### config.mk
export PLATFORM = sky130hd
export DESIGN_NAME = nvsram_seq_host
export DESIGN_NICKNAME = d
export VERILOG_FILES = /design/src/rtl/nvsram_pkg.sv /design/src/rtl/bus_cycle.sv /design/src/rtl/nvsram_seq_host.sv
export VERILOG_INCLUDE_DIRS = /design/src /design/src/rtl
export SDC_FILE = /design/constraint.sdc
export NUM_CORES = 1
export LEC_CHECK = 0
export ABC_AREA = 1
export BUFFER_PORTS_ARGS = -buffer_cell sky130_fd_sc_hd__buf_2
export CORE_MARGIN = 2
export CORE_UTILIZATION = 50
export DETAILED_ROUTE_END_ITERATION = 12
export PLACE_DENSITY = 0.78
export SYNTH_ARGS = -nofsm -noshare
export SYNTH_HDL_FRONTEND = slang
export SYNTH_HIERARCHICAL = 1
export SYNTH_SLANG_ARGS = --single-unit
### constraint.sdc
create_clock -name clk_sys -period 2.15 [get_ports clk_sys]
set_input_delay 0.1075 -clock clk_sys [delete_from_list [all_inputs] [get_ports clk_sys]]
set_output_delay 0.1075 -clock clk_sys [all_outputs]
set_load 0.005 [all_outputs]
### src/rtl/nvsram_defs.svh
// constants for the nonvolatile sram sequence host
// assumes a 50 mhz system clock and an asynchronous sram style bus
`ifndef NVSRAM_DEFS_SVH
`define NVSRAM_DEFS_SVH

// ==========================================================
// bus shape
`define MEM_ADDR_W     20
`define MEM_DATA_W     16

// ==========================================================
// command sequence addresses
`define SEQ_ADDR_0     16'h4e38
`define SEQ_ADDR_1     16'hb1c7
`define SEQ_ADDR_2     16'h83e0
`define SEQ_ADDR_3     16'h7c1f
`define SEQ_ADDR_4     16'h703f
`define SEQ_ADDR_STORE 16'h8fc0
`define SEQ_ADDR_RECALL 16'h4c63
`define SEQ_ADDR_AS_OFF 16'h8b45
`define SEQ_ADDR_AS_ON 16'h4b46
`define SEQ_LAST_IDX   3'h5
`define SEQ_IDX_STEP   3'h1

// ==========================================================
// timing, in ns unless named otherwise
`define CLK_PERIOD_NS  20
`define T_ACCESS_NS    45
`define T_OP_NS        10000000
`define T_RECOVERY_NS  1000
`define CNT_W          20

`endif

### src/rtl/nvsram_pkg.sv
// types shared by the sequence host and its bus cycle engine
// assumes nvsram_defs.svh is on the include path
`include "nvsram_defs.svh"

package nvsram_pkg;

  // ==========================================================
  // host commands
  typedef enum logic [2:0] {
    CMD_READ       = 3'h0,
    CMD_WRITE      = 3'h1,
    CMD_STORE      = 3'h2,
    CMD_RECALL     = 3'h3,
    CMD_AS_DISABLE = 3'h4,
    CMD_AS_ENABLE  = 3'h5
  } cmd_t;

  // ==========================================================
  // pins toward the memory, all strobes active low
  typedef struct packed {
    logic                   ceN;
    logic                   oeN;
    logic                   weN;
    logic [`MEM_ADDR_W-1:0] addr;
    logic [`MEM_DATA_W-1:0] dqOut;
    logic                   dqOe;
  } memPins_t;

  // ==========================================================
  // state machines
  typedef enum logic [3:0] {
    B_IDLE   = 4'h1,
    B_SETUP  = 4'h2,
    B_STROBE = 4'h4,
    B_END    = 4'h8
  } busState_t;

  typedef enum logic [4:0] {
    H_IDLE    = 5'h01,
    H_XFER    = 5'h02,
    H_SEQ     = 5'h04,
    H_OPWAIT  = 5'h08,
    H_RECOVER = 5'h10
  } hostState_t;

endpackage

### src/rtl/bus_cycle.sv
// one asynchronous sram read or write cycle, driven from flops
// assumes start is only raised while idle and data input is synchronous
`timescale 1ns/1ns
`include "nvsram_defs.svh"

module bus_cycle #(
  parameter int unsigned AccessNs = `T_ACCESS_NS
) (
  input  wire logic                    clk_sys,
  input  wire logic                    rst,
  input  wire logic                    start,
  input  wire logic                    isWrite,
  input  wire logic [`MEM_ADDR_W-1:0]  addr,
  input  wire logic [`MEM_DATA_W-1:0]  wdata,
  input  wire logic [`MEM_DATA_W-1:0]  memDqIn,
  output nvsram_pkg::memPins_t         pins,
  output logic [`MEM_DATA_W-1:0]       rdata,
  output logic                         done
);

  // least time, so round up
  localparam logic [7:0] AccessCyc =
    8'((AccessNs + `CLK_PERIOD_NS - 1) / `CLK_PERIOD_NS);

  nvsram_pkg::busState_t state_q, state_d;
  nvsram_pkg::memPins_t  pins_q, pins_d;
  logic [7:0]            cnt_q, cnt_d;
  logic [`MEM_DATA_W-1:0] rdata_q, rdata_d;
  logic                  done_q, done_d;
  logic                  wr_q, wr_d;

  // ==========================================================
  // next state
  always_comb begin
    state_d = state_q;
    pins_d  = pins_q;
    cnt_d   = cnt_q;
    rdata_d = rdata_q;
    done_d  = 1'b0;
    wr_d    = wr_q;
    case (state_q)
      nvsram_pkg::B_IDLE: begin
        if (start) begin
          // address settles before any strobe falls
          pins_d.addr  = addr;
          pins_d.dqOut = wdata;
          pins_d.dqOe  = isWrite;
          wr_d         = isWrite;
          state_d      = nvsram_pkg::B_SETUP;
        end
      end
      nvsram_pkg::B_SETUP: begin
        pins_d.ceN = 1'b0;
        pins_d.oeN = wr_q;
        pins_d.weN = ~wr_q; // reads keep write enable high all cycle
        cnt_d      = 8'h01;
        state_d    = nvsram_pkg::B_STROBE;
      end
      nvsram_pkg::B_STROBE: begin
        if (cnt_q >= AccessCyc) begin
          rdata_d    = memDqIn;
          pins_d.ceN = 1'b1;
          pins_d.oeN = 1'b1;
          pins_d.weN = 1'b1;
          done_d     = 1'b1;
          state_d    = nvsram_pkg::B_END;
        end else begin
          cnt_d = cnt_q + 8'h01;
        end
      end
      nvsram_pkg::B_END: begin
        // data held one cycle past the write strobe rising
        pins_d.dqOe = 1'b0;
        state_d     = nvsram_pkg::B_IDLE;
      end
      default: begin
        state_d = nvsram_pkg::B_IDLE;
      end
    endcase
  end

  // ==========================================================
  // registers
  always_ff @(posedge clk_sys or posedge rst) begin
    if (rst) begin
      state_q <= nvsram_pkg::B_IDLE;
      pins_q  <= '{ceN: 1'b1, oeN: 1'b1, weN: 1'b1, addr: '0, dqOut: '0, dqOe: 1'b0};
      cnt_q   <= 8'h00;
      rdata_q <= '0;
      done_q  <= 1'b0;
      wr_q    <= 1'b0;
    end else begin
      state_q <= state_d;
      pins_q  <= pins_d;
      cnt_q   <= cnt_d;
      rdata_q <= rdata_d;
      done_q  <= done_d;
      wr_q    <= wr_d;
    end
  end

  assign pins  = pins_q;
  assign rdata = rdata_q;
  assign done  = done_q;

endmodule

### src/rtl/nvsram_seq_host.sv
// host controller for a nonvolatile sram: plain reads and writes, and
// six-read command sequences for store, recall and auto save on or off
// assumes the memory busy line is sampled synchronously, high when idle
//
// Overview of operation
// - store sequence: five leading reads, then 0x8fc0
// - recall sequence: five leading reads, then 0x4c63
// - auto save off: five leading reads, then 0x8b45
// - auto save on: five leading reads, then 0x4b46
// - nothing else may interrupt a sequence
// - write enable stays high for all six reads
// - follow auto save change with a store
`timescale 1ns/1ns
`include "nvsram_defs.svh"

module nvsram_seq_host #(
  parameter int unsigned AccessNs   = `T_ACCESS_NS,
  parameter int unsigned OpTimeNs   = `T_OP_NS,
  parameter int unsigned RecoveryNs = `T_RECOVERY_NS
) (
  input  wire logic                   clk_sys,
  input  wire logic                   rst,
  input  wire logic                   reqValid,
  input  nvsram_pkg::cmd_t            reqCmd,
  input  wire logic [`MEM_ADDR_W-1:0] reqAddr,
  input  wire logic [`MEM_DATA_W-1:0] reqWdata,
  input  wire logic                   supplyOk,
  input  wire logic                   busyLineIn,
  input  wire logic [`MEM_DATA_W-1:0] memDqIn,
  output logic                        reqReady,
  output logic                        rspValid,
  output logic [`MEM_DATA_W-1:0]      rspData,
  output nvsram_pkg::memPins_t        memPins
);

  // least times, so round up; the operation wait can be shortened for simulation
  localparam logic [`CNT_W-1:0] OpCyc =
    `CNT_W'((OpTimeNs + `CLK_PERIOD_NS - 1) / `CLK_PERIOD_NS);
  localparam logic [`CNT_W-1:0] RecoveryCyc =
    `CNT_W'((RecoveryNs + `CLK_PERIOD_NS - 1) / `CLK_PERIOD_NS);
  localparam logic [`CNT_W-1:0] CntOne = `CNT_W'(1);

  nvsram_pkg::hostState_t state_q, state_d;
  nvsram_pkg::cmd_t       cmd_q, cmd_d;
  logic [2:0]             idx_q, idx_d;
  logic [`CNT_W-1:0]      cnt_q, cnt_d;
  logic                   ready_q, ready_d;
  logic                   rspValid_q, rspValid_d;
  logic [`MEM_DATA_W-1:0] rspData_q, rspData_d;
  logic                   start_q, start_d;
  logic                   write_q, write_d;
  logic [`MEM_ADDR_W-1:0] addr_q, addr_d;
  logic [`MEM_DATA_W-1:0] wdata_q, wdata_d;
  logic                   busDone;
  logic [`MEM_DATA_W-1:0] busRdata;

  // ==========================================================
  // sequence address table
  // upper bits stay zero; the device ignores all but bits 14 to 2 anyway
  function automatic logic [`MEM_ADDR_W-1:0] seqAddr(
    input logic [2:0]       idx,
    input nvsram_pkg::cmd_t cmd
  );
    logic [15:0] a;
    a = `SEQ_ADDR_0;
    case (idx)
      3'h0: a = `SEQ_ADDR_0;
      3'h1: a = `SEQ_ADDR_1;
      3'h2: a = `SEQ_ADDR_2;
      3'h3: a = `SEQ_ADDR_3;
      3'h4: a = `SEQ_ADDR_4;
      default: begin
        case (cmd)
          nvsram_pkg::CMD_STORE:      a = `SEQ_ADDR_STORE;
          nvsram_pkg::CMD_RECALL:     a = `SEQ_ADDR_RECALL;
          nvsram_pkg::CMD_AS_DISABLE: a = `SEQ_ADDR_AS_OFF;
          default:                    a = `SEQ_ADDR_AS_ON;
        endcase
      end
    endcase
    return `MEM_ADDR_W'(a);
  endfunction

  // ==========================================================
  // next state
  always_comb begin
    state_d    = state_q;
    cmd_d      = cmd_q;
    idx_d      = idx_q;
    cnt_d      = cnt_q;
    ready_d    = 1'b0;
    rspValid_d = 1'b0;
    rspData_d  = rspData_q;
    start_d    = 1'b0;
    write_d    = write_q;
    addr_d     = addr_q;
    wdata_d    = wdata_q;
    case (state_q)
      nvsram_pkg::H_IDLE: begin
        // refuse work at low supply or while the device is busy
        ready_d = supplyOk & busyLineIn;
        if (reqValid && ready_q) begin
          ready_d = 1'b0;
          cmd_d   = reqCmd;
          start_d = 1'b1;
          if (reqCmd == nvsram_pkg::CMD_READ || reqCmd == nvsram_pkg::CMD_WRITE) begin
            write_d = (reqCmd == nvsram_pkg::CMD_WRITE);
            addr_d  = reqAddr;
            wdata_d = reqWdata;
            state_d = nvsram_pkg::H_XFER;
          end else begin
            // every sequence opens at its first address
            idx_d   = 3'h0;
            write_d = 1'b0;
            addr_d  = seqAddr(3'h0, reqCmd);
            state_d = nvsram_pkg::H_SEQ;
          end
        end
      end
      nvsram_pkg::H_XFER: begin
        if (busDone) begin
          rspValid_d = 1'b1;
          rspData_d  = busRdata;
          state_d    = nvsram_pkg::H_IDLE;
        end
      end
      nvsram_pkg::H_SEQ: begin
        // no other access is let in until the sixth read ends
        if (busDone) begin
          if (idx_q == `SEQ_LAST_IDX) begin
            if (cmd_q == nvsram_pkg::CMD_STORE || cmd_q == nvsram_pkg::CMD_RECALL) begin
              // sixth read data is high impedance, so it is dropped
              cnt_d   = '0;
              state_d = nvsram_pkg::H_OPWAIT;
            end else begin
              // make the auto save setting survive power loss; a store runs
              // regardless of writes, and this is issued even though the
              // disable is known not to take
              cmd_d   = nvsram_pkg::CMD_STORE;
              idx_d   = 3'h0;
              addr_d  = seqAddr(3'h0, nvsram_pkg::CMD_STORE);
              start_d = 1'b1;
            end
          end else begin
            idx_d   = idx_q + `SEQ_IDX_STEP;
            addr_d  = seqAddr(idx_q + `SEQ_IDX_STEP, cmd_q);
            start_d = 1'b1;
          end
        end
      end
      nvsram_pkg::H_OPWAIT: begin
        // stay off the bus for the whole cycle time and until busy rises
        if (cnt_q < OpCyc) begin
          cnt_d = cnt_q + CntOne;
        end else if (busyLineIn) begin
          cnt_d   = '0;
          state_d = nvsram_pkg::H_RECOVER;
        end
      end
      nvsram_pkg::H_RECOVER: begin
        // writes right after busy releases would be swallowed
        if (cnt_q < RecoveryCyc) begin
          cnt_d = cnt_q + CntOne;
        end else begin
          rspValid_d = 1'b1;
          rspData_d  = '0;
          state_d    = nvsram_pkg::H_IDLE;
        end
      end
      default: begin
        state_d = nvsram_pkg::H_IDLE;
      end
    endcase
  end

  // ==========================================================
  // registers
  always_ff @(posedge clk_sys or posedge rst) begin
    if (rst) begin
      state_q    <= nvsram_pkg::H_IDLE;
      cmd_q      <= nvsram_pkg::CMD_READ;
      idx_q      <= 3'h0;
      cnt_q      <= '0;
      ready_q    <= 1'b0;
      rspValid_q <= 1'b0;
      rspData_q  <= '0;
      start_q    <= 1'b0;
      write_q    <= 1'b0;
      addr_q     <= '0;
      wdata_q    <= '0;
    end else begin
      state_q    <= state_d;
      cmd_q      <= cmd_d;
      idx_q      <= idx_d;
      cnt_q      <= cnt_d;
      ready_q    <= ready_d;
      rspValid_q <= rspValid_d;
      rspData_q  <= rspData_d;
      start_q    <= start_d;
      write_q    <= write_d;
      addr_q     <= addr_d;
      wdata_q    <= wdata_d;
    end
  end

  // ==========================================================
  // bus cycle engine
  bus_cycle #(
    .AccessNs (AccessNs)
  ) uCycle (
    .clk_sys (clk_sys),
    .rst     (rst),
    .start   (start_q),
    .isWrite (write_q),
    .addr    (addr_q),
    .wdata   (wdata_q),
    .memDqIn (memDqIn),
    .pins    (memPins),
    .rdata   (busRdata),
    .done    (busDone)
  );

  assign reqReady = ready_q;
  assign rspValid = rspValid_q;
  assign rspData  = rspData_q;

endmodule

==> impl_results.md <==
- WHS: 0.0162 ns
- CP most frequent cell: nand2_1
- Min Tclk post-route: 1.90 ns
- Max VDD drop: 0.780 mV
- Worst r2r path cells: 11
- GRT busiest layer: met2
- Worst-path clk slew: 0.07 ns
- Post_cts resized: 0
- Worst Path Arrival: 2.22 ns
- Post-synth top cells: nand2_1 (374), dfrtp_1 (152), nor2_1 (83)
- Final nets: 1,140
- DP Area: 8300 um2
- Pin count of the biggest net entering global routing: 88
- Port bufs: 117
- Starting DRT DRC Count: 458
- Row count: 44
- Worst hold-check path type: primary input to register
- EDFF count, synth: 0
- Worst path max stage delay: 0.42 ns
- Fin crit share: 88.3%
- Mapped Area: 7510 um2
- Required @ worst endpoint: 2.47 ns
- Inst Count DP: 1,192
- Routing usage on met3: 5.90%
- Met1 Use GR: 32.4%
- Tot Pwr: 10.0 mW
- #FFs+latches synth: 157
- Worst Setup End Kind: register
- Routed Antenna Nets: 0
- RR Endpoint: addr_q[8]
- Synthesized area per cell: 8.33 um2
- Cell Chain, Critical Path: nand2_1 -> inv_1 -> ha_1 -> inv_1 -> nand3_1 -> nand4_1 -> buf_4 -> nor2_1 -> o21ai_1 -> nand2_1 -> nand2_1
- Die Wd: 127 um
- Cell family with most CP delay: simple AND/OR/NAND/NOR gates
- P_leak: 5.18 nW
- Slew HR: 59.6%
- Die height: 127 um
- Yosys top cell area share: 50.7%
- Number of max-cap violations: 0
- Most common cell in the synthesized netlist: nand2_1
- Layout cells sized above 1: 21.8%
- Cells after Synth: 901
- Hold path start: reqAddr[6]
- Clk Tree Root Cell: clkbuf_16
- RSZ-0062 raised after global routing: false
- Seq/Total Area, Yosys: 52.4%
- Fin. Hold Viols: 0
- Final Cell Area: 9380 um2
- Initial antenna violation count: 0
- Dominant cells by area after synthesis: dfrtp_1 (51%), nand2_1 (19%), nand3_1 (4.9%)
- Final GP Congestion: 0.909
- Max Fanout on Critical Path: 6
- Dominant synthesized flop cell: dfrtp_1
- CP Launch Type: register
- Fmax achieved: 0.527 GHz
- GR Overflow Total: 0
- Final Instance Count excl. Fillers: 1,274
- TritonCTS buffer count: 17
- Slack of the worst reg-to-reg path: 0.25 ns
- Critical setup path kind: register to register
- Slowest-stage cell, CP: dfrtp_1
- Post-Syn Nets: 964
- Routed WL per cell: 14.5 um
- P&R area growth vs syn: 25.0%
- Critical path buffers and inverters: 3
- Skew final: 0.00966 ns
- Vias in the first global route: 6,459
- Final TNS setup: 0 ns
- Setup-failing EPs final: 0
- Clk_lat worst skew: 0.43 ns
- Initial Util: 51.5%
- CTS sink cnt: 157
- First-pass GRT wire length: 31,100 um
- Area of the die: 16,000 um2
- Cell taking the most area after synthesis: dfrtp_1
- Fraction of registers with async set/reset: 100%
- Yosys warnings: 6
- GR Util All Layers: 24.2%
- Critical R2R Launch: idx_q[1]
- Post-DP HPWL: 12,000 um
- # fillers: 1,139
- GR Util met2: 38.6%
- Antenna diode count: 0
- CTS H-tree lvls: 4
- Drt pass-1 iters: 5
- Worst-Margin Slew: 0.605 ns
- CTS tree: built
- DRC Markers: 0
- Via count: 6,591
- Hold depth: 4
- Vias per cell: 5.17
- Pwr/cell area: 1070 nW/um2
- Fin util: 64.3%
- Status: completed
- Distinct cell type count after synthesis: 41
- Detailed Route WL: 18,500 um
- Pre-CTS WS: 0.228 ns
- CTS max path bufs: 2
- CORE AREA: 14,600 um2
- Hold EP: addr_q[6]
- Max-slew violation count: 0
- Num ports: 118
- Final worst slack: 0.251 ns
sequential cells by signal, indices dropped and copies added, names as in the netlist, 3 cells and up:
name,cells
cnt_q,20
idx_q,3
uCycle/rdata,16
uCycle/state_q,4
uCycle/cnt_q,8
state_q,5
wdata_q,16
addr_q,20
cmd_q,3
uCycle/pins,40
rspData,16
how the worst max path moves through the flow:
stage                      endpoint  cells past startpoint  startpoint
detailed placement       addr_q[13]                      7  state_q[1]
CTS                      addr_q[13]                      7  state_q[1]
global route             addr_q[14]                     12    idx_q[1]
global placement         addr_q[14]                     12    idx_q[1]
finish                    addr_q[8]                     11    idx_q[1]
floorplan           uCycle/cnt_q[0]                      1         rst
kinds of logic (layout without fill, tap and decap cells):
group,Yosys count,in the layout,synth area share (%)
DFF,157,157,52.4
and+or+nand+nor,592,592,34.6
AOI/OAI and AO/OA,37,37,3.08
muxes,17,17,2.98
xor gates and xnor gates,8,8,0.933
buffers and inverters,87,276,5.48
adders and majority gates,3,3,0.500
layout make-up:
cell class	count	area [um2]	share of cell area [%]
Clock buffer	17	425	4.53
Clock inverter	15	161	1.72
Inverter	63	243	2.59
Multi-Input combinational cell	657	3160	33.7
Sequential cell	157	3940	41.9
Tap cell	184	230	2.45
Timing Repair Buffer	181	1230	13.1
placed cells by master (no fill, tap or decap), types with 7 or more instances in the layout:
cell type,Yosys,final
o21ai_0,15,15
inv_1,52,50
mux2_4,9,9
clkbuf_16,0,17
mux2_2,7,7
buf_4,3,16
nand4_1,24,24
nor2_1,83,83
inv_2,8,9
nand3_1,74,74
dlygate4sd3_1,0,44
nand2_1,374,374
xor2_1,7,7
dfrtp_1,152,152
buf_2,9,117
power breakdown:
group	internal [mW]	leakage (nW)	switching (mW)
clock network	1.57	0.290	1.40
logic	1.18	2.88	1.67
registers	3.65	2.01	0.569
per-layer routing:
layer | vias to the layer above | part of all wire (%)
li1 | 3219 | -
met1 | 3119 | 45
met2 | 223 | 47
met3 | 30 | 6.0
met4 | 0 | 2.0
met5 | - | 0
worst min-delay path, stage by stage:
cell	delay, ns
buf_2	0.08
nand2_1	0.04
nand3_1	0.07
o21a_1	0.11
timing repair:
action | CTS | global route
endpoints found under the setup margin | 0 | 4
hold buffers | 44 | 0
hold endpoints to repair | 152 | 0
buffers inserted | 0 | 6
Note: power is estimated with default switching activity, not from simulation.
